==> src/rtl/ic_regs.svh <==
// Register map, field positions, reset values, status codes and timing of the I2C engine
//
// How it works
// [RQ1] Answer the 7-bit own address; general call only when its enable bit is set.
// [RQ2] Software enables the block, sets ack-assert, leaves start, stop and flag clear.
// [RQ3] Slave behaviour never depends on the master clock high and low periods.
// [RQ4] Own address with write bit enters slave receive, sets flag and status.
// [RQ5] Arbitration lost then addressed for write gives slave receive, status 0x68 or 0x78.
// [RQ6] Ack-assert cleared in slave receive: not-acknowledge after the next data byte.
// [RQ7] Ack-assert clear: ignore own and general call address, keep watching the bus.
// [RQ8] Own address with read bit enters slave transmit, sets flag and status.
// [RQ9] Arbitration lost then addressed for read gives slave transmit, status 0xB0.
// [RQ10] Ack-assert cleared in slave transmit: last byte, 0xC0 or 0xC8, then release.
// [RQ11] After repeated start, address with read bit switches to master receive.
// [RQ12] At 0x18 software loads data; the byte is sent and its acknowledge sampled.
// [RQ13] At 0x20 the same four answers as at 0x18 are accepted.
// [RQ14] At 0x28 and 0x30 send data, repeated start, stop, or stop then start.
// [RQ15] Stop request sends a stop condition, then hardware clears the stop request.
// [RQ16] Start and stop requests together send a stop followed at once by a start.
// [RQ17] At 0x38 release the bus; with start request, start once the bus is free.
// [RQ18] A sent start condition sets the flag with status 0x08.
// [RQ19] Transfer stays suspended until software clears the interrupt flag.
// [RQ20] While the flag is set the serial clock line is held low; at status 0x38 and 0xA0 the code leaves the clock line released.
`ifndef IC_REGS_SVH
`define IC_REGS_SVH
`define IC_OFS_CTL_SET 5'h00
`define IC_OFS_STAT 5'h04
`define IC_OFS_DATA 5'h08
`define IC_OFS_OWN 5'h0C
`define IC_OFS_SCLH 5'h10
`define IC_OFS_SCLL 5'h14
`define IC_OFS_CTL_CLR 5'h18
`define IC_BIT_EN 6
`define IC_BIT_STA 5
`define IC_BIT_STO 4
`define IC_BIT_SI 3
`define IC_BIT_AA 2
`define IC_BIT_GC 0
`define IC_RST_OWN 8'h00
`define IC_RST_SCL 16'h0271
`define IC_GC_ADDR 7'h00
`define IC_STAT_IDLE 8'hF8
`define IC_ST_08 8'h08
`define IC_ST_10 8'h10
`define IC_ST_18 8'h18
`define IC_ST_20 8'h20
`define IC_ST_28 8'h28
`define IC_ST_30 8'h30
`define IC_ST_38 8'h38
`define IC_ST_40 8'h40
`define IC_ST_48 8'h48
`define IC_ST_50 8'h50
`define IC_ST_58 8'h58
`define IC_ST_60 8'h60
`define IC_ST_68 8'h68
`define IC_ST_70 8'h70
`define IC_ST_78 8'h78
`define IC_ST_80 8'h80
`define IC_ST_88 8'h88
`define IC_ST_90 8'h90
`define IC_ST_98 8'h98
`define IC_ST_A0 8'hA0
`define IC_ST_A8 8'hA8
`define IC_ST_B0 8'hB0
`define IC_ST_B8 8'hB8
`define IC_ST_C0 8'hC0
`define IC_ST_C8 8'hC8
`define IC_CLK_MHZ 125
`define IC_TSU_NS 250
`define IC_TSU_CYC (((`IC_TSU_NS * `IC_CLK_MHZ) + 999) / 1000)
`endif

==> src/rtl/ic_pkg.sv <==
// Types shared by the I2C engine modules
`default_nettype none
package ic_pkg;
  typedef enum logic [2:0] {ST_IDLE, ST_START, ST_STOP, ST_XFER, ST_HOLD, ST_SETUP} ic_state_e;
  typedef struct packed {
    logic [15:0] cnt;
  } ic_tmr_s;
  typedef struct packed {
    logic scl_m, scl_s, scl_p;
    logic sda_m, sda_s, sda_p;
    logic busy;
  } ic_mon_s;
  typedef struct packed {
    ic_state_e fsm;
    logic [1:0] ph;
    logic mst, tx, adr, addr_d, gcall, arb, last, ackd, mrx, rep, tclr;
    logic [3:0] bc;
    logic [7:0] sh;
    logic scl_drv, sda_drv;
    logic en, begin_condition_request, halt_condition_request, si, aa;
    logic [7:0] stat, dat, own;
    logic [15:0] thi, tlo, rdata;
  } ic_eng_s;
endpackage : ic_pkg
`default_nettype wire

==> src/rtl/ic_line_if.sv <==
// Synchronised bus line levels and conditions passed to the engine
`default_nettype none
interface ic_line_if;
  logic scl, sda, scl_rise, scl_fall, start_seen, stop_seen, busy;
  modport mon (output scl, sda, scl_rise, scl_fall, start_seen, stop_seen, busy);
  modport eng (input scl, sda, scl_rise, scl_fall, start_seen, stop_seen, busy);
endinterface : ic_line_if
`default_nettype wire

==> src/rtl/ic_line_mon.sv <==
// Two-stage synchronisers and edge, start, stop and busy detection on the bus lines
`default_nettype none
module ic_line_mon (
  // Clock and reset
  input wire logic clk_sys,
  input wire logic rst_n,
  // Raw pins
  input wire logic scl_in,
  input wire logic sda_in,
  // Line events
  ic_line_if.mon ln
);
  import ic_pkg::*;
  ic_mon_s r;
  ic_mon_s next_r;
  // Only the second and third stages are looked at
  always_comb begin
    next_r = r;
    next_r.scl_m = scl_in;
    next_r.scl_s = r.scl_m;
    next_r.scl_p = r.scl_s;
    next_r.sda_m = sda_in;
    next_r.sda_s = r.sda_m;
    next_r.sda_p = r.sda_s;
    if (ln.start_seen) begin
      next_r.busy = 1'b1;
    end else if (ln.stop_seen) begin
      next_r.busy = 1'b0;
    end
  end
  always_ff @(posedge clk_sys or negedge rst_n) begin
    if (!rst_n) begin
      r <= '{scl_m: 1'b1, scl_s: 1'b1, scl_p: 1'b1, sda_m: 1'b1, sda_s: 1'b1, sda_p: 1'b1,
             busy: 1'b0};
    end else begin
      r <= next_r;
    end
  end
  assign ln.scl = r.scl_s;
  assign ln.sda = r.sda_s;
  assign ln.scl_rise = r.scl_s && !r.scl_p;
  assign ln.scl_fall = !r.scl_s && r.scl_p;
  assign ln.start_seen = r.scl_s && r.scl_p && r.sda_p && !r.sda_s;
  assign ln.stop_seen = r.scl_s && r.scl_p && !r.sda_p && r.sda_s;
  assign ln.busy = r.busy;
endmodule : ic_line_mon
`default_nettype wire

==> src/rtl/ic_timer.sv <==
// Free counter for bus phase timing, cleared by the engine on every phase change
`default_nettype none
module ic_timer (
  // Clock and reset
  input wire logic clk_sys,
  input wire logic rst_n,
  // Control
  input wire logic clr,
  input wire logic [15:0] lim,
  output logic done
);
  import ic_pkg::*;
  ic_tmr_s r;
  ic_tmr_s next_r;
  // Saturates so a long stall never wraps back below the limit
  always_comb begin
    next_r = r;
    if (clr) begin
      next_r.cnt = 16'h0000;
    end else if (r.cnt != 16'hFFFF) begin
      next_r.cnt = r.cnt + 16'h0001;
    end
  end
  always_ff @(posedge clk_sys or negedge rst_n) begin
    if (!rst_n) begin
      r <= '0;
    end else begin
      r <= next_r;
    end
  end
  assign done = (r.cnt >= lim);
endmodule : ic_timer
`default_nettype wire

==> src/rtl/ic_top.sv <==
// I2C byte engine: register port, master and slave sequencing, open-drain line drive
`default_nettype none
`include "ic_regs.svh"
module ic_top (
  // Clock and reset
  input wire logic clk_sys,
  input wire logic reset_n,
  // Register port
  input wire logic [4:0] reg_addr,
  input wire logic [15:0] reg_wdata,
  input wire logic reg_wr,
  input wire logic reg_rd,
  output logic [15:0] reg_rdata,
  // Serial clock pin
  input wire logic scl_in,
  output logic scl_out,
  output logic scl_oe,
  // Serial data pin
  input wire logic sda_in,
  output logic sda_out,
  output logic sda_oe
);
  import ic_pkg::*;

  // ------------------------------------------------------------
  // Reset release
  // ------------------------------------------------------------
  logic [1:0] rst_q;
  logic rst_n_s;
  always_ff @(posedge clk_sys or negedge reset_n) begin
    if (!reset_n) begin
      rst_q <= 2'b00;
    end else begin
      rst_q <= {rst_q[0], 1'b1};
    end
  end
  assign rst_n_s = rst_q[1];

  // ------------------------------------------------------------
  // Helpers
  // ------------------------------------------------------------
  ic_eng_s r;
  ic_eng_s next_r;
  ic_line_if ln ();
  logic t_done;
  logic tdone;
  logic [15:0] lim;
  logic [1:0] hit;

  ic_line_mon u_mon (
    .clk_sys(clk_sys),
    .rst_n(rst_n_s),
    .scl_in(scl_in),
    .sda_in(sda_in),
    .ln(ln)
  );

  ic_timer u_tmr (
    .clk_sys(clk_sys),
    .rst_n(rst_n_s),
    .clr(r.tclr),
    .lim(lim),
    .done(t_done)
  );

  // Returns {general call hit, own address hit}
  function automatic logic [1:0] ic_match(input logic [7:0] rx, input logic [7:0] own,
                                          input logic aa);
    logic gc_hit;
    logic own_hit;
    gc_hit = aa && own[`IC_BIT_GC] && (rx[7:1] == `IC_GC_ADDR) && !rx[0];
    own_hit = aa && (rx[7:1] == own[7:1]);
    ic_match = {gc_hit, own_hit};
  endfunction : ic_match

  // Slave setup uses a fixed time, never the master periods
  always_comb begin
    if (r.fsm == ST_SETUP) begin
      lim = 16'(`IC_TSU_CYC); // [RQ3]
    end else if ((r.fsm == ST_XFER) ? r.ph[0] : (r.ph != 2'd0)) begin
      lim = r.thi;
    end else begin
      lim = r.tlo;
    end
  end

  // Count seen in the cycle a clear is pending is stale
  assign tdone = t_done && !r.tclr;
  assign hit = ic_match(r.sh, r.own, r.aa);

  // ------------------------------------------------------------
  // Next state
  // ------------------------------------------------------------
  always_comb begin
    next_r = r;
    next_r.tclr = 1'b0;
    next_r.rdata = 16'h0000;

    // Register reads: data stands in the cycle after the strobe only
    if (reg_rd) begin
      if (reg_addr == `IC_OFS_CTL_SET || reg_addr == `IC_OFS_CTL_CLR) begin
        next_r.rdata = {9'h000, r.en, r.begin_condition_request, r.halt_condition_request, r.si, r.aa, 2'b00};
      end else if (reg_addr == `IC_OFS_STAT) begin
        next_r.rdata = {8'h00, (r.si ? r.stat : `IC_STAT_IDLE)};
      end else if (reg_addr == `IC_OFS_DATA) begin
        next_r.rdata = {8'h00, r.dat};
      end else if (reg_addr == `IC_OFS_OWN) begin
        next_r.rdata = {8'h00, r.own};
      end else if (reg_addr == `IC_OFS_SCLH) begin
        next_r.rdata = r.thi;
      end else if (reg_addr == `IC_OFS_SCLL) begin
        next_r.rdata = r.tlo;
      end else begin
        next_r.rdata = 16'h0000;
      end
    end

    // Register writes; the flag can only be set by hardware
    if (reg_wr) begin
      if (reg_addr == `IC_OFS_CTL_SET) begin
        next_r.en = r.en | reg_wdata[`IC_BIT_EN];
        next_r.begin_condition_request = r.begin_condition_request | reg_wdata[`IC_BIT_STA];
        next_r.halt_condition_request = r.halt_condition_request | reg_wdata[`IC_BIT_STO];
        next_r.aa = r.aa | reg_wdata[`IC_BIT_AA];
      end else if (reg_addr == `IC_OFS_CTL_CLR) begin
        next_r.en = r.en & !reg_wdata[`IC_BIT_EN];
        next_r.begin_condition_request = r.begin_condition_request & !reg_wdata[`IC_BIT_STA];
        next_r.halt_condition_request = r.halt_condition_request & !reg_wdata[`IC_BIT_STO];
        next_r.si = r.si & !reg_wdata[`IC_BIT_SI];
        next_r.aa = r.aa & !reg_wdata[`IC_BIT_AA];
      end else if (reg_addr == `IC_OFS_DATA) begin
        next_r.dat = reg_wdata[7:0];
      end else if (reg_addr == `IC_OFS_OWN) begin
        next_r.own = reg_wdata[7:0];
      end else if (reg_addr == `IC_OFS_SCLH) begin
        next_r.thi = reg_wdata;
      end else if (reg_addr == `IC_OFS_SCLL) begin
        next_r.tlo = reg_wdata;
      end
    end

    // ----------------------------------------------------------
    // Engine; hardware flag sets come last so they win over clears
    // ----------------------------------------------------------
    case (r.fsm)
      ST_IDLE: begin
        next_r.scl_drv = 1'b0;
        next_r.sda_drv = 1'b0;
        if (r.halt_condition_request && !r.begin_condition_request) begin
          next_r.halt_condition_request = 1'b0;
        end
        if (r.en && r.begin_condition_request && !ln.busy && !r.si) begin
          next_r.fsm = ST_START; // [RQ17]
          next_r.ph = 2'd2;
          next_r.rep = 1'b0;
          next_r.sda_drv = 1'b1;
          next_r.tclr = 1'b1;
        end else if (r.en && ln.start_seen) begin
          next_r.fsm = ST_XFER; // [RQ7]
          next_r.mst = 1'b0;
          next_r.tx = 1'b0;
          next_r.adr = 1'b1;
          next_r.arb = 1'b0;
          next_r.addr_d = 1'b0;
          next_r.bc = 4'd0;
        end
      end

      // Phases: 0 clock low, 1 clock released, 2 data pulled low
      ST_START: begin
        if (r.ph == 2'd0) begin
          if (tdone) begin
            next_r.ph = 2'd1;
            next_r.scl_drv = 1'b0;
            next_r.tclr = 1'b1;
          end
        end else if (r.ph == 2'd1) begin
          if (!ln.scl) begin
            next_r.tclr = 1'b1;
          end else if (tdone) begin
            next_r.ph = 2'd2;
            next_r.sda_drv = 1'b1;
            next_r.tclr = 1'b1;
          end
        end else if (tdone) begin
          next_r.scl_drv = 1'b1;
          next_r.mst = 1'b1;
          next_r.mrx = 1'b0;
          next_r.stat = r.rep ? `IC_ST_10 : `IC_ST_08; // [RQ18]
          next_r.si = 1'b1;
          next_r.fsm = ST_HOLD;
        end
      end

      // Phases: 0 both low, 1 clock released, 2 data released
      ST_STOP: begin
        if (r.ph == 2'd0) begin
          if (tdone) begin
            next_r.ph = 2'd1;
            next_r.scl_drv = 1'b0;
            next_r.tclr = 1'b1;
          end
        end else if (r.ph == 2'd1) begin
          if (!ln.scl) begin
            next_r.tclr = 1'b1;
          end else if (tdone) begin
            next_r.ph = 2'd2;
            next_r.sda_drv = 1'b0;
            next_r.tclr = 1'b1;
          end
        end else if (tdone) begin
          next_r.halt_condition_request = 1'b0; // [RQ15]
          next_r.mst = 1'b0;
          if (r.begin_condition_request) begin
            next_r.fsm = ST_START; // [RQ16]
            next_r.ph = 2'd2;
            next_r.rep = 1'b0;
            next_r.sda_drv = 1'b1;
            next_r.tclr = 1'b1;
          end else begin
            next_r.fsm = ST_IDLE;
          end
        end
      end

      ST_HOLD: begin
        if (!r.si) begin // [RQ19]
          next_r.ph = 2'd0;
          next_r.tclr = 1'b1;
          next_r.bc = 4'd0;
          if (r.mst) begin
            if (r.halt_condition_request) begin
              next_r.fsm = ST_STOP; // [RQ13] [RQ14] [RQ15]
              next_r.sda_drv = 1'b1;
            end else if (r.begin_condition_request && r.stat != `IC_ST_08 && r.stat != `IC_ST_10) begin
              next_r.fsm = ST_START; // [RQ13] [RQ14]
              next_r.rep = 1'b1;
              next_r.sda_drv = 1'b0;
            end else if (r.stat == `IC_ST_08 || r.stat == `IC_ST_10) begin
              next_r.fsm = ST_XFER;
              next_r.adr = 1'b1;
              next_r.tx = 1'b1;
              next_r.sh = r.dat;
              next_r.mrx = r.dat[0]; // [RQ11]
              next_r.sda_drv = !r.dat[7];
            end else if (r.mrx) begin
              next_r.fsm = ST_XFER;
              next_r.adr = 1'b0;
              next_r.tx = 1'b0;
              next_r.sda_drv = 1'b0;
            end else begin
              next_r.fsm = ST_XFER; // [RQ12] [RQ13] [RQ14]
              next_r.adr = 1'b0;
              next_r.tx = 1'b1;
              next_r.sh = r.dat;
              next_r.sda_drv = !r.dat[7];
            end
          end else if (r.addr_d && r.stat != `IC_ST_C0 && r.stat != `IC_ST_C8 &&
                       r.stat != `IC_ST_88 && r.stat != `IC_ST_98) begin
            next_r.fsm = ST_SETUP;
            if (r.tx) begin
              next_r.sh = r.dat;
              next_r.sda_drv = !r.dat[7];
              next_r.last = !r.aa; // [RQ10]
            end else begin
              next_r.sda_drv = 1'b0;
            end
          end else begin
            next_r.fsm = ST_IDLE; // [RQ10]
            next_r.addr_d = 1'b0;
            next_r.scl_drv = 1'b0;
            next_r.sda_drv = 1'b0;
          end
        end
      end

      // Data sits on the line before the clock is let go
      ST_SETUP: begin
        if (tdone) begin
          next_r.fsm = ST_XFER;
          next_r.scl_drv = 1'b0;
          next_r.adr = 1'b0;
        end
      end

      ST_XFER: begin
        // Master clock: low for the low period, then high period once seen high
        if (r.mst) begin
          if (r.ph == 2'd0) begin
            if (tdone) begin
              next_r.ph = 2'd1;
              next_r.scl_drv = 1'b0;
              next_r.tclr = 1'b1;
            end
          end else if (!ln.scl) begin
            next_r.tclr = 1'b1;
          end else if (tdone) begin
            next_r.ph = 2'd0;
            next_r.scl_drv = 1'b1;
            next_r.tclr = 1'b1;
          end
        end
        if (!r.mst && (ln.start_seen || ln.stop_seen)) begin
          if (r.addr_d && !r.tx) begin
            next_r.stat = `IC_ST_A0;
            next_r.si = 1'b1;
          end
          next_r.addr_d = 1'b0;
          next_r.sda_drv = 1'b0;
          if (ln.start_seen) begin
            next_r.adr = 1'b1;
            next_r.tx = 1'b0;
            next_r.arb = 1'b0;
            next_r.bc = 4'd0;
          end else begin
            next_r.fsm = ST_IDLE;
          end
        end else if (ln.scl_rise) begin
          if (r.bc < 4'd8) begin
            next_r.sh = {r.sh[6:0], ln.sda};
            if (r.mst && r.tx && !r.sda_drv && !ln.sda) begin
              next_r.mst = 1'b0; // [RQ5] [RQ9]
              next_r.tx = 1'b0;
              next_r.arb = 1'b1;
              next_r.scl_drv = 1'b0;
              if (!r.adr) begin
                next_r.stat = `IC_ST_38; // [RQ17]
                next_r.si = 1'b1;
                next_r.fsm = ST_IDLE;
              end
            end
          end else begin
            next_r.ackd = !ln.sda; // [RQ12]
          end
        end else if (ln.scl_fall) begin
          next_r.bc = r.bc + 4'd1;
          if (r.bc < 4'd7) begin
            next_r.sda_drv = r.tx && !r.sh[7];
          end else if (r.bc == 4'd7) begin
            if (r.adr && !r.mst) begin
              if (hit != 2'b00) begin
                next_r.addr_d = 1'b1; // [RQ1] [RQ7]
                next_r.gcall = hit[1];
                next_r.sda_drv = 1'b1;
              end else begin
                next_r.fsm = ST_IDLE;
                next_r.sda_drv = 1'b0;
                if (r.arb) begin
                  next_r.stat = `IC_ST_38;
                  next_r.si = 1'b1;
                end
              end
            end else begin
              next_r.sda_drv = !r.tx && r.aa; // [RQ6]
            end
          end else begin
            // End of acknowledge slot: report and stretch
            next_r.sda_drv = 1'b0;
            next_r.scl_drv = 1'b1; // [RQ20]
            next_r.si = 1'b1;
            next_r.fsm = ST_HOLD;
            next_r.adr = 1'b0;
            if (!r.tx) begin
              next_r.dat = r.sh;
            end
            if (r.mst) begin
              if (r.adr) begin
                next_r.tx = !r.mrx; // [RQ11]
                if (r.mrx) begin
                  next_r.stat = r.ackd ? `IC_ST_40 : `IC_ST_48;
                end else begin
                  next_r.stat = r.ackd ? `IC_ST_18 : `IC_ST_20;
                end
              end else if (r.tx) begin
                next_r.stat = r.ackd ? `IC_ST_28 : `IC_ST_30; // [RQ14]
              end else begin
                next_r.stat = r.ackd ? `IC_ST_50 : `IC_ST_58;
              end
            end else if (r.adr) begin
              next_r.dat = r.sh;
              next_r.tx = r.sh[0];
              if (r.gcall) begin
                next_r.stat = r.arb ? `IC_ST_78 : `IC_ST_70; // [RQ5]
              end else if (r.sh[0]) begin
                next_r.stat = r.arb ? `IC_ST_B0 : `IC_ST_A8; // [RQ8] [RQ9]
              end else begin
                next_r.stat = r.arb ? `IC_ST_68 : `IC_ST_60; // [RQ4] [RQ5]
              end
            end else if (r.tx) begin
              if (r.ackd) begin
                next_r.stat = r.last ? `IC_ST_C8 : `IC_ST_B8; // [RQ10]
              end else begin
                next_r.stat = `IC_ST_C0; // [RQ10]
              end
            end else if (r.gcall) begin
              next_r.stat = r.ackd ? `IC_ST_90 : `IC_ST_98;
            end else begin
              next_r.stat = r.ackd ? `IC_ST_80 : `IC_ST_88; // [RQ6]
            end
          end
        end
      end

      default: begin
        next_r.fsm = ST_IDLE;
      end
    endcase

    // Disabled block lets go of both lines at once
    if (!r.en) begin
      next_r.fsm = ST_IDLE;
      next_r.scl_drv = 1'b0;
      next_r.sda_drv = 1'b0;
      next_r.mst = 1'b0;
      next_r.addr_d = 1'b0;
    end
  end

  // ------------------------------------------------------------
  // State register
  // ------------------------------------------------------------
  always_ff @(posedge clk_sys or negedge rst_n_s) begin
    if (!rst_n_s) begin
      r <= '{fsm: ST_IDLE, ph: 2'd0, bc: 4'd0, sh: 8'h00, stat: `IC_STAT_IDLE,
             dat: 8'h00, own: `IC_RST_OWN, thi: `IC_RST_SCL, tlo: `IC_RST_SCL,
             rdata: 16'h0000, default: 1'b0};
    end else begin
      r <= next_r;
    end
  end

  // ------------------------------------------------------------
  // Pins and read data
  // ------------------------------------------------------------
  assign scl_out = 1'b0;
  assign sda_out = 1'b0;
  assign scl_oe = r.scl_drv;
  assign sda_oe = r.sda_drv;
  assign reg_rdata = r.rdata;
endmodule : ic_top
`default_nettype wire

==> config.mk <==
export PLATFORM = sky130hd
export DESIGN_NAME = ic_top
export DESIGN_NICKNAME = d
export VERILOG_FILES = /design/src/rtl/ic_pkg.sv /design/src/rtl/ic_line_if.sv /design/src/rtl/ic_line_mon.sv /design/src/rtl/ic_timer.sv /design/src/rtl/ic_top.sv
export VERILOG_INCLUDE_DIRS = /design/src /design/src/rtl
export SDC_FILE = /design/constraint.sdc
export NUM_CORES = 1
export LEC_CHECK = 0
export BUFFER_PORTS_ARGS = -buffer_cell sky130_fd_sc_hd__buf_4
export CAP_MARGIN = 10
export CORE_MARGIN = 2
export CORE_UTILIZATION = 30
export CTS_BUF_LIST = sky130_fd_sc_hd__clkbuf_8 sky130_fd_sc_hd__clkbuf_16
export CTS_CLUSTER_SIZE = 12
export DETAILED_ROUTE_END_ITERATION = 8
export GPL_ROUTABILITY_DRIVEN = 0
export GPL_TIMING_DRIVEN = 0
export PLACE_DENSITY = 0.41
export SETUP_SLACK_MARGIN = 0.02
export SYNTH_ARGS = -nofsm -noshare
export SYNTH_HDL_FRONTEND = slang
export SYNTH_SLANG_ARGS = --single-unit
==> constraint.sdc <==
create_clock -name clk_sys -period 5.3 [get_ports clk_sys]
set_input_delay 0.53 -clock clk_sys [delete_from_list [all_inputs] [get_ports clk_sys]]
set_output_delay 0.53 -clock clk_sys [all_outputs]
set_load 0.02 [all_outputs]
==> results of run 1 <==
==> Yosys cell counts (7+ instances only) <==
master,instances
sky130_fd_sc_hd__nand3_1,22
sky130_fd_sc_hd__nor3_1,12
sky130_fd_sc_hd__buf_4,18
sky130_fd_sc_hd__a22oi_1,11
sky130_fd_sc_hd__nand4_1,11
sky130_fd_sc_hd__xnor2_1,13
sky130_fd_sc_hd__o22ai_1,8
sky130_fd_sc_hd__clkbuf_1,22
sky130_fd_sc_hd__o211ai_1,8
sky130_fd_sc_hd__inv_1,25
sky130_fd_sc_hd__mux2i_1,25
sky130_fd_sc_hd__ha_1,26
sky130_fd_sc_hd__xor2_1,9
sky130_fd_sc_hd__nor2_1,92
sky130_fd_sc_hd__dfrtp_1,108
sky130_fd_sc_hd__nand2_1,83
sky130_fd_sc_hd__dfstp_2,21
sky130_fd_sc_hd__a21oi_1,63
sky130_fd_sc_hd__o21ai_0,53
sky130_fd_sc_hd__nand2b_1,10
sky130_fd_sc_hd__a31oi_1,15
sky130_fd_sc_hd__a211oi_1,10
sky130_fd_sc_hd__nor2b_1,12
sky130_fd_sc_hd__buf_2,7
sky130_fd_sc_hd__mux2_2,56
==> final cells by class <==
| cell class | count | share of cell area [%] |
|---|---|---|
| Timing Repair Buffer | 48 | 4.183 |
| Sequential cell | 129 | 34.47 |
| Tap cell | 335 | 4.434 |
| Inverter | 25 | 0.9927 |
| Multi-Input combinational cell | 639 | 45.57 |
| Buffer | 59 | 3.693 |
| Clock buffer | 18 | 4.646 |
| Clock inverter | 14 | 2.012 |
==> path summary, 6_finish.rpt <==
path                                from              end  slack (ps)  cells past startpoint
max in group asynchronous       rst_q[1]  u_mon.next_r[2]        4020                      2
worst min register to register  rst_q[1]    reg_rdata[11]         270                      0
worst min-delay path              sda_in  u_mon.next_r[2]         210                      1
min in group asynchronous       rst_q[1]    reg_rdata[11]         270                      0
worst max register to register    r[106]            r[92]         360                     14
worst max-delay path              r[106]            r[92]         360                     14
==> layout by cell type (no fill, tap or decap), types with 11 or more instances in the layout <==
cell type | synthesis | routed
sky130_fd_sc_hd__dfrtp_1 | 108 | 107
sky130_fd_sc_hd__nor2_1 | 92 | 92
sky130_fd_sc_hd__nand2_1 | 83 | 83
sky130_fd_sc_hd__buf_4 | 18 | 63
sky130_fd_sc_hd__a21oi_1 | 63 | 62
sky130_fd_sc_hd__mux2_2 | 56 | 56
sky130_fd_sc_hd__o21ai_0 | 53 | 53
sky130_fd_sc_hd__ha_1 | 26 | 26
sky130_fd_sc_hd__mux2i_1 | 25 | 25
sky130_fd_sc_hd__inv_1 | 25 | 25
sky130_fd_sc_hd__clkbuf_1 | 22 | 22
sky130_fd_sc_hd__nand3_1 | 22 | 22
sky130_fd_sc_hd__dfstp_2 | 21 | 21
sky130_fd_sc_hd__clkbuf_16 | 0 | 17
sky130_fd_sc_hd__a31oi_1 | 15 | 15
sky130_fd_sc_hd__xnor2_1 | 13 | 13
sky130_fd_sc_hd__nor2b_1 | 12 | 12
sky130_fd_sc_hd__nor3_1 | 12 | 12
sky130_fd_sc_hd__nand4_1 | 11 | 11
sky130_fd_sc_hd__a22oi_1 | 11 | 11
==> power by group <==
group          switching [mW]  internal, mW
clock network           0.531         0.771
logic                    1.04         0.695
registers               0.204          1.18
==> cell families after synthesis <==
kind of cell,after synthesis,share of synthesized area (%)
buffers and inverters,84,5.543
DFF,129,40.73
other,2,0.09399
and+or+nand+nor,285,16.97
xor gates and xnor gates,22,2.412
muxes,90,13.19
adders and majority gates,27,4.197
AOI/OAI and AO/OA,212,16.87
==> metal layers <==
layer	vias to the layer above	GRT usage [%]	routed length (microns)
met5	-	0	0
met4	0	4.008	364
met3	23	2.907	1085
met2	180	30.27	11940
met1	3364	26.59	12380
li1	3198	-	-
==> critical path, stage by stage, from the launching register on <==
cell	delay (ps)
sky130_fd_sc_hd__dfrtp_1	320
sky130_fd_sc_hd__clkbuf_1	320
sky130_fd_sc_hd__clkbuf_1	480
sky130_fd_sc_hd__buf_1	590
sky130_fd_sc_hd__nand2_1	240
sky130_fd_sc_hd__clkbuf_1	270
sky130_fd_sc_hd__nand2_1	110
sky130_fd_sc_hd__ha_1	170
sky130_fd_sc_hd__and4_1	230
sky130_fd_sc_hd__nand4_1	180
sky130_fd_sc_hd__or4_4	610
sky130_fd_sc_hd__a31oi_4	330
sky130_fd_sc_hd__a21oi_1	200
sky130_fd_sc_hd__nor3_1	390
sky130_fd_sc_hd__mux2_2	370
==> flip-flops by register name, summed over array words and instances, names as in the netlist <==
| signal | flops |
|---|---|
| r | 86 |
| reg_rdata | 16 |
| u_tmr.r | 16 |
| rst_q | 2 |
| u_mon.next_r | 2 |
| u_mon.r | 2 |
| scl_oe | 1 |
| sda_oe | 1 |
| u_mon.ln.busy | 1 |
| u_mon.ln.scl | 1 |
| u_mon.ln.sda | 1 |
==> repair_timing <==
| action | in CTS | in global routing |
|---|---|---|
| endpoints found under the setup margin | 9 | 3 |
| pin swaps | 0 | 1 |
| gates resized for setup | 1 | 1 |
| buffers inserted | 0 | 1 |
| hold buffers | 1 | 0 |
| endpoints found under the hold margin | 2 | 0 |
==> through the flow <==
step / cell area [sq um] / total power [mW] / hold slack (ps) / instances
after floorplan: 7994 / 2.556 / 234.4 / 852
after global placement: 8743 / 3.110 / 312.6 / 1231
after detailed placement: 8795 / 3.101 / 306.5 / 1233
after CTS: 9438 / 4.431 / 194.6 / 1266
after global routing: 9453 / 4.700 / 194.6 / 1267
final: 9453 / 4.422 / 211.8 / 1267
==> results summary, run 1 <==
The CTS tree is done. The area of the multi-input gates is between 4000 and 5000 sq um. For the pin with the worst max-slew slack, the measured transition is 1172 ps.

In this run, the number of DRC markers left after iteration 0 of detailed routing was between 600 and 700. During synthesis, Yosys emitted a total of 0 warnings. The pre-antenna-repair detailed-routing pass consisted of 7 iterations.

The CTS clock-pin slew for the worst setup and hold paths came out at about 60 ps. The cell accounting for the most synthesized area is sky130_fd_sc_hd__dfrtp_1. For this run, the post-layout net count is between 900 and 1000.

The number of flops mapped to enable cells by yosys came out at 0. The die is 167.2 microns tall. The placement-stage worst setup slack came out at -182.9 ps. The area growth from synthesis to layout is 18.31%. In the routed layout, each cell is associated on average with a via count of 5.339. The cell sitting at the root of the clock tree is a sky130_fd_sc_hd__clkbuf_16. Entering global routing, the biggest net connects 63 pins. The count of inserted antenna diode cells came out at 0.

The number of nets with antenna violations after detailed routing came out at 0. The final critical delay including setup and external delays came out at between 4000 and 5000 ps. The ratio of cells with drive above 1 in the final layout is 22.96%. The data required time of the worst path is between 5000 and 6000 ps. The first-pass GRT wire length came out at just over 40000 microns. After detailed routing, the average wire length per cell comes to around 20 microns. The number of fillers in the final layout came out at 2743. The number of buffers created by CTS is 17. The checks that failed: design-rule violations. By startpoint and endpoint, the worst setup path is classified as flip-flop to flip-flop.

Summed over all cells, the static leakage comes to between 4 and 5 nW. In the final timing run, aggregate negative setup slack is 0 ps. The top-level I/O count came out at 47. Registers take 3258 sq um. Along the worst path, the maximum fanout reaches 10.

The number of failing hold endpoints at the final stage is 0. The achievable clock frequency came out at just over 200 MHz. The number of global-route vias before repair is about 6700. The number of pins exceeding their max-slew limit in the final report is 0. Power spread over the standard cell area amounts to 467.8 nW/um^2. In this run, distinct cell masters in the synthesized netlist total slightly below 80. The final design utilization is 36.17%. The sequential area share after synthesis came out at 40.73%. The cell count after synthesis is 851. For this run, the total global-route usage over all layers was measured as between 10% and 20%. The total overflow left after global routing is 0. The count of vias placed by the detailed router is around 6800. The number of H-tree branching levels is 4. Yosys attributes the largest share of cell area to sky130_fd_sc_hd__dfrtp_1 34%, sky130_fd_sc_hd__mux2_2 7.9%, sky130_fd_sc_hd__dfstp_2 6.9%. STA classifies the critical path startpoint as a flip-flop. The cell area that synthesis handed to floorplanning was around 8000 sq um. After detailed routing, the number of remaining DRC violations is 2. The most used flip-flop cell after synthesis is sky130_fd_sc_hd__dfrtp_1. Setup violations remaining at the end of the flow were counted as 0.

The area of the core came out at between 20000 and 30000 sq um. The class of the tightest hold or removal check is primary input to flip-flop. The die span in x came out at approximately 170 microns. The initial core utilization is between 30% and 40%. Setup repair after global routing left no endpoint under its margin. The largest clock skew in the final design is ~14 ps. The total clock sinks is between 100 and 150. The peak supply drop came out at about 210 uV.

The worst slew margin relative to its limit came out at a little over a fifth. The share of flip-flops with an asynchronous set or reset is 100.0%. The portion of synthesized cell area occupied by the leading cell type is about a third.

The number of max-cap violations is 0. The number of standard-cell rows in the floorplan is 59. The clock latency reported for the late side of the worst-skew pair is ~430 ps.

The flow ran to the end, but the final reports show violations. The average instance in the mapped netlist occupies between 9 and 10 sq um. The routed wire length is between 20000 and 30000 microns. Data on the critical path arrives at its endpoint at 5250 ps. The initial antenna violation count came to 0. The register bit total from synthesis came out at approximately 130. STA classifies the critical path endpoint as a flip-flop. Setup slack on the critical path of the routed design comes to around 360 ps. The placed wire-length estimate is roughly 19000 microns. The buffer levels on the longest clock path is 2. The final critical-path share of the clock period is approximately 93%. The area of the die came out at ~28000 sq um. Port buffering added 44 buffers.
Note: power is estimated with default switching activity, not from simulation.
==> run 2: changes to the inputs <==
--- a/config.mk
+++ b/config.mk
@@ -16,6 +16,7 @@
 export GPL_ROUTABILITY_DRIVEN = 0
 export GPL_TIMING_DRIVEN = 0
 export PLACE_DENSITY = 0.41
+export RECOVER_POWER = 100
 export SETUP_SLACK_MARGIN = 0.02
 export SYNTH_ARGS = -nofsm -noshare
 export SYNTH_HDL_FRONTEND = slang
==> run 2 against run 1 <==
Against the previous run: the flow finishes with violations (design-rule violations, max-capacitance violations, max-slew violations); sequential share of layout area is 0.49 points higher; global-route usage stayed put; critical path type unchanged; utilization fell by 0.55 points; critical path depth is 1 higher; sequential cell count is the same; combinational power about the same; clock skew is 2.5 ps higher; worst hold slack improved by 2.3 ps; die area stayed put; cell count is the same.
==> results summary, run 2 (synthesized netlist as in run 1, its figures left out) <==
The run finished, with violations left. The checks that failed: design-rule violations, max-capacitance violations, max-slew violations. The quantity of I/O buffers inserted on ports came out at 44 (unchanged). The CTS clock-pin slew for the worst setup and hold paths came out at 60 ps (about the same).

The routed wire length came out at 25790 microns (about the same). The achievable clock frequency is 200.8 MHz (-0.78%). The initial core utilization was 30.58% (unchanged). The cell area after layout came to 9310 sq um (-1.5%). The worst setup path is captured at a flip-flop.

The highest fanout seen on the critical path came to 10 (unchanged). The initial antenna violation count came out at 0 (unchanged). The number of nets with antenna violations after detailed routing is 0 (unchanged). The clock power share is 29.6% (+0.2 points). The die span in x is 167.2 microns (unchanged). The buffer levels on the longest clock path came out at 2 (unchanged).

The CTS tree is done. The peak supply drop came out at 208.0 uV (about the same). The number of buffers created by CTS was 17 (unchanged). The number of iterations in the first detailed-routing pass was 7 (unchanged). The top-level I/O count came out at 47 (unchanged). The arrival time at the worst endpoint came out at 5320 ps (+70 ps). The total clock sinks came out at 129 (unchanged).

The count of inserted antenna diode cells came out at 0 (unchanged). The placed wire-length estimate came out at 18950 microns (unchanged). The ratio of cells with drive above 1 in the final layout came out at 18.88% (-4.1 points). Compared with the post-synthesis result, the final layout area differs by 16.52%. The number of standard-cell rows in the floorplan came out at 59 (unchanged). The largest clock skew in the final design is 16.43 ps (+2.463 ps).

The power spent charging and discharging nets came out at 1.772 mW (-0.24%). The kind of critical path is flip-flop to flip-flop. The logic gate share of total power is 38.9% (-0.4 points). The first-iteration detailed-routing DRC count was 636 (+3.2%). The final critical delay including setup and external delays came out at 4980 ps (+38.66 ps). The part of the power in registers was 31.5% (+0.2 points). The data required time of the worst path came to 5640 ps (+30 ps). The post-detailed-route wirelength per cell came to 20.35 microns (about the same). The final critical-path share of the clock period is 93.96% (+0.73 points).

The min-delay analysis places its worst path in the category primary input to flip-flop. The areal power density over the cells is 471.4 nW/um^2 (+0.76%). r holds more flip-flops than any other register. The switching share of total power came out at 40.39% (+0.21 points). The via density per instance came out at 5.381 (+0.78%). The number of pins exceeding their max-slew limit in the final report is 35 (+35).

The cell area after placement is 8795 sq um (unchanged). The global routing usage summed across all routing layers is 18.74% (unchanged). The count of endpoints failing setup in the final report is 0 (unchanged).

The remaining global-route overflow is 0 (unchanged). The first-pass GRT wire length was 40390 microns (unchanged). The post-layout total power is 4.388 mW (-0.76%). The number of failing hold endpoints at the final stage was 0 (unchanged). The number of nets in the final layout came out at 972 (unchanged).

The clock latency reported for the late side of the worst-skew pair is 430 ps (about the same). Setup repair after global routing left no endpoint under its margin. The cell-internal power came out at 2.616 mW (-1.1%). The area of the core came out at 26130 sq um (unchanged). The worst setup path is launched from a flip-flop. The clock root buffer is sky130_fd_sc_hd__clkbuf_16. The number of fillers in the final layout is 2763 (+0.73%).

The worst slew margin relative to its limit is -33.54% (-55 points). The actual slew at the worst max-slew pin was 2003 ps (+830.7 ps). The number of design rule violations left after detail routing came out at 2 (unchanged). The maximum number of pins on one net before global-route repair came out at 63 (unchanged). The library cell used most frequently in the layout, excluding fill and tap cells, is sky130_fd_sc_hd__dfrtp_1. Leaving out fill and tap cells, the most frequent cells in the layout are 108 x sky130_fd_sc_hd__dfrtp_1, 92 x sky130_fd_sc_hd__nor2_1, 83 x sky130_fd_sc_hd__nand2_1. The final design utilization came out at 35.63% (-0.55 points). The area of the multi-input gates came out at 4277 sq um (-0.73%). The flip-flop and latch area is 3254 sq um (-0.12%).

The leakage component of the power was 4.024 nW (-3.3%). The flip-flop count of the largest register after layout came out at 86 (unchanged). The sum of negative setup slack is 0 ps (unchanged). The number of max-cap violations is 1 (+1).

The number of global-route vias before repair is 6724 (unchanged). The die height is 167.2 microns (unchanged). The number of H-tree branching levels was 4 (unchanged). The count of vias placed by the detailed router came out at 6818 (+0.78%). The area of the die is 27960 sq um (unchanged).
[run 2: power by group through the flow]
stage | sequential [mW] | clock (mW) | combinational [mW]
3_5_place_dp | 1.40 | 0 | 1.70
6_report | 1.38 | 1.30 | 1.71
5_1_grt | 1.41 | 1.38 | 1.87
2_1_floorplan | 1.33 | 0 | 1.22
4_1_cts | 1.38 | 1.33 | 1.71
3_3_place_gp | 1.41 | 0 | 1.70
[run 2: final timing paths]
check,from,end,slack [ps],cells after the start
max in group asynchronous,rst_q[1],u_mon.next_r[2],2240,2
worst min-delay path,scl_in,u_mon.next_r[5],210,1
worst max register to register,r[106],scl_oe,320,15
worst max-delay path,r[106],scl_oe,320,15
min in group asynchronous,reset_n,rst_q[0],410,2
worst min register to register,u_mon.next_r[5],u_mon.ln.scl,360,0
[run 2: final cells by class]
class,count,area share (%)
multi-input cells,639,45.93
flip-flops and latches,129,34.95
clock buffers,18,4.717
well taps,335,4.502
plain buffers,59,3.615
repair buffers,48,3.225
clock inverters,14,2.043
inverters,25,1.008
[run 2: critical path, stage by stage (launching register included)]
cell and delay [ps]:
sky130_fd_sc_hd__dfrtp_1 320, sky130_fd_sc_hd__clkbuf_1 310, sky130_fd_sc_hd__clkbuf_1 470, sky130_fd_sc_hd__clkbuf_1 590
sky130_fd_sc_hd__nand2_1 240, sky130_fd_sc_hd__clkbuf_1 280, sky130_fd_sc_hd__nand2_1 110, sky130_fd_sc_hd__ha_1 170
sky130_fd_sc_hd__and4_1 230, sky130_fd_sc_hd__nand4_1 180, sky130_fd_sc_hd__or4_4 610, sky130_fd_sc_hd__a31oi_4 320
sky130_fd_sc_hd__clkbuf_1 430, sky130_fd_sc_hd__a31oi_1 150, sky130_fd_sc_hd__a311o_1 290, sky130_fd_sc_hd__a31oi_1 170
[run 2: what timing repair did]
| action | 4_1_cts | 5_1_grt |
|---|---|---|
| gates resized for setup | 1 | 1 |
| buffers inserted | 0 | 1 |
| setup endpoints to repair | 9 | 3 |
| hold buffers | 1 | 0 |
| endpoints found under the hold margin | 2 | 0 |
| pin swaps | 0 | 1 |
[run 2: layer usage]
layer	wire (microns)	share of wire [%]	up-vias	global-route usage, %
li1	-	-	3192	-
met1	12440	48	3404	26.59
met2	11940	46	194	30.27
met3	1022	4.0	28	2.907
met4	380	1.5	0	4.008
met5	0	0	-	0
[run 2: metrics by stage]
step	worst slack, ps	hold slack (ps)	cells
after floorplan	1185	234.4	852
after global placement	-578.0	312.6	1231
after detailed placement	-182.9	306.5	1233
after CTS	64.25	194.6	1266
after global routing	101.3	194.0	1267
final	320.1	214.2	1267
==> run 3: changes to the inputs <==
--- a/config.mk
+++ b/config.mk
@@ -15,7 +15,8 @@
 export DETAILED_ROUTE_END_ITERATION = 8
 export GPL_ROUTABILITY_DRIVEN = 0
 export GPL_TIMING_DRIVEN = 0
-export PLACE_DENSITY = 0.41
+export HOLD_SLACK_MARGIN = 0.03
+export PLACE_DENSITY_LB_ADDON = 0.12
 export RECOVER_POWER = 100
 export SETUP_SLACK_MARGIN = 0.02
 export SYNTH_ARGS = -nofsm -noshare
==> run 3 against run 2 <==
Against the previous run: the flow finishes with violations (max-capacitance violations, max-slew violations); first-iteration DRC count down 1.4%; sequential power about the same; worst hold slack worse by 42 ps; largest power group unchanged; count of clock-buffer cells in the layout unchanged; clock skew about the same; highest routed layer unchanged; critical path type unchanged; sequential share of layout area up 0.12 points.
==> results summary, run 3 (synthesized netlist as in run 1, its figures left out) <==
The flow ran to the end, but the final reports show violations. The checks that failed: max-capacitance violations, max-slew violations. The number of design rule violations left after detail routing came out at 0 (-2). The initial antenna violation count came out at 0 (unchanged). The via density per instance came out at 5.368 (-0.25%). The number of nets in the final layout was 973 (+0.10%). The die span in x is 167.2 microns (unchanged).

The instance count after placement with tap cells included is 1233 (unchanged). The part of the power in registers is 32.0% (+0.5 points). The number of pins exceeding their max-slew limit in the final report is 120 (+240%). The number of fillers in the final layout is 2719 (-1.6%). The number of max-cap violations came out at 2 (+1). Setup repair after global routing left no endpoint under its margin. In this design, the critical path's most frequently occurring cell is sky130_fd_sc_hd__clkbuf_1. The largest individual stage delay along the critical path comes from the cell sky130_fd_sc_hd__or4_4.

The maximum number of pins on one net before global-route repair is 64 (+1.6%). The flip-flop count of the largest register after layout came out at 86 (unchanged). The logic gate share of total power was 39.3% (+0.4 points). The area of the core is 26130 sq um (unchanged). The number of global-route vias before repair came out at 6724 (unchanged). The cell sitting at the root of the clock tree is a sky130_fd_sc_hd__clkbuf_16.

The areal power density over the cells came to 465.5 nW/um^2 (-1.3%). The post-detailed-route wirelength per cell is 19.94 microns (-2.0%). The leakage component of the power came out at 4.001 nW (-0.56%). The cell-internal power came to 2.568 mW (-1.9%). The critical path is of the flip-flop to flip-flop type. The flip-flop and latch area is 3254 sq um (unchanged). The switching share of total power was 40.55% (+0.16 points). The total clock sinks came to 129 (unchanged). The routed wire length is 25290 microns (-1.9%).

The achievable clock frequency came out at 206.2 MHz (+2.7%). The area of the die is 27960 sq um (unchanged). The final critical delay including setup and external delays is 4849 ps (-131.0 ps). The largest clock skew in the final design came out at 16.07 ps (-0.3559 ps). The number of nets with antenna violations after detailed routing is 0 (unchanged).

The first-iteration detailed-routing DRC count came out at 627 (-1.4%). The number of H-tree branching levels came out at 4 (unchanged). The power spent charging and discharging nets came out at 1.751 mW (-1.2%). TritonCTS built the clock tree. The final critical-path share of the clock period is 91.49% (-2.5 points). The actual slew at the worst max-slew pin was 3532 ps (+1529 ps).

The post-layout total power is 4.319 mW (-1.6%). The library cell used most frequently in the layout, excluding fill and tap cells, is sky130_fd_sc_hd__dfrtp_1. The most flop-heavy register is r.

In the layout the commonest cells are 108 x sky130_fd_sc_hd__dfrtp_1, 92 x sky130_fd_sc_hd__nor2_1, 83 x sky130_fd_sc_hd__nand2_1. The buffer levels on the longest clock path came out at 2 (unchanged). The highest fanout seen on the critical path came out at 10 (unchanged). The arrival time at the worst endpoint came out at 5190 ps (-130 ps).

The first-pass GRT wire length is 40140 microns (-0.61%). STA classifies the critical path startpoint as a flip-flop. The clock latency reported for the late side of the worst-skew pair was 430 ps (about the same). The count of inserted antenna diode cells is 0 (unchanged). The CTS clock-pin slew for the worst setup and hold paths came out at 70 ps (about the same).

The critical path goes through clkbuf_1 > clkbuf_1 > clkbuf_1 > nand2_1 > clkbuf_1 > nand2_1 > ha_1 > and4_1 > nand4_1 > or4_4 > a31oi_4 > o221ai_1 > a31o_1 > mux2_1. The number of buffers created by CTS came out at 17 (unchanged). The count of vias placed by the detailed router is 6806 (-0.18%). The placed wire-length estimate is 18510 microns (-2.3%). The quantity of I/O buffers inserted on ports came out at 44 (unchanged).

The top-level I/O count came out at 47 (unchanged). The global routing usage summed across all routing layers was 18.58% (-0.16 points). The cell area after layout is 9279 sq um (-0.34%). The ratio of cells with drive above 1 in the final layout is 18.97% (+0.087 points). The count of placed standard cells in the final layout, fillers left out came out at 1268 (+0.079%).

The peak supply drop is 207.0 uV (-0.50%). The clock power share came out at 28.7% (-0.9 points). The number of standard-cell rows in the floorplan came out at 59 (unchanged). The die height is 167.2 microns (unchanged). The nature of the critical path endpoint is a flip-flop. The remaining global-route overflow was 0 (unchanged). The class of the tightest hold or removal check is flip-flop to async pin. The cell area after placement is 8802 sq um (about the same).

The number of iterations in the first detailed-routing pass came out at 5 (-2). The initial core utilization is 30.58% (unchanged). The final-layout worst hold slack came to 172.3 ps (-41.82 ps).

The count of endpoints failing setup in the final report is 0 (unchanged). The area of the multi-input gates came out at 4277 sq um (unchanged). The largest stage delay on the critical path was 610 ps (about the same).

The data required time of the worst path came to 5640 ps (about the same). The area growth from synthesis to layout is 16.13%. The number of failing hold endpoints at the final stage came out at 0 (unchanged). The worst slew margin relative to its limit came out at -135.5% (-100 points).
==> run 3: path summary, 6_finish.rpt <==
kind,startpoint,end,slack [ps],depth (start not counted)
worst max-delay path,r[106],r[67],450,14
min in group clk_sys,scl_in,u_mon.next_r[5],210,1
worst min register to register,rst_q[1],reg_rdata[11],170,0
worst max register to register,r[106],r[67],450,14
worst min-delay path,rst_q[1],reg_rdata[11],170,0
max in group asynchronous,rst_q[1],r[95],1420,1
==> run 3: worst max-delay path: cells and delay by family (launching register included) <==
| kind | cells | cell delay, ps |
|---|---|---|
| mux | 1 | 360 |
| simple gates | 5 | 1370 |
| flops | 1 | 320 |
| compound gates | 3 | 930 |
| buf+inv | 4 | 1610 |
| fa+ha+maj | 1 | 170 |
==> run 3: what timing repair did <==
action | CTS | global route
endpoints found under the hold margin | 2 | 0
setup endpoints to repair | 7 | 8
gates resized for setup | 1 | 1
pin swaps | 0 | 1
gates cloned | 0 | 0
hold buffers | 1 | 0
buffers inserted | 0 | 2
==> run 3: area by class of cell <==
cell class | instances | area share, %
Buffer | 59 | 3.695
Clock buffer | 18 | 4.733
Clock inverter | 14 | 1.820
Inverter | 25 | 1.011
Multi-Input combinational cell | 639 | 46.09
Sequential cell | 129 | 35.07
Tap cell | 335 | 4.517
Timing Repair Buffer | 49 | 3.061
==> run 3: power by group through the flow <==
stage | clock (mW) | sequential [mW] | combinational, mW
2_1_floorplan | 0 | 1.33 | 1.22
3_3_place_gp | 0 | 1.41 | 1.68
3_5_place_dp | 0 | 1.39 | 1.70
4_1_cts | 1.28 | 1.38 | 1.71
5_1_grt | 1.33 | 1.41 | 1.88
6_report | 1.24 | 1.38 | 1.70
==> run 3: through the flow <==
step,setup WS (ps),setup TNS [ps],util (%)
after floorplan,1185,0,-
after global placement,-541.7,-56020,33.46
after detailed placement,-123.4,-123.4,33.68
after CTS,123.2,0,36.06
after global routing,129.7,0,35.51
final,451.1,0,35.51
==> run 3: per-layer routing <==
layer  wire length (microns)  GRT usage, %
met1                   12120         26.26
met3                    1114         3.853
met2                   11610         29.15
met5                       0             0
met4                     437         4.499
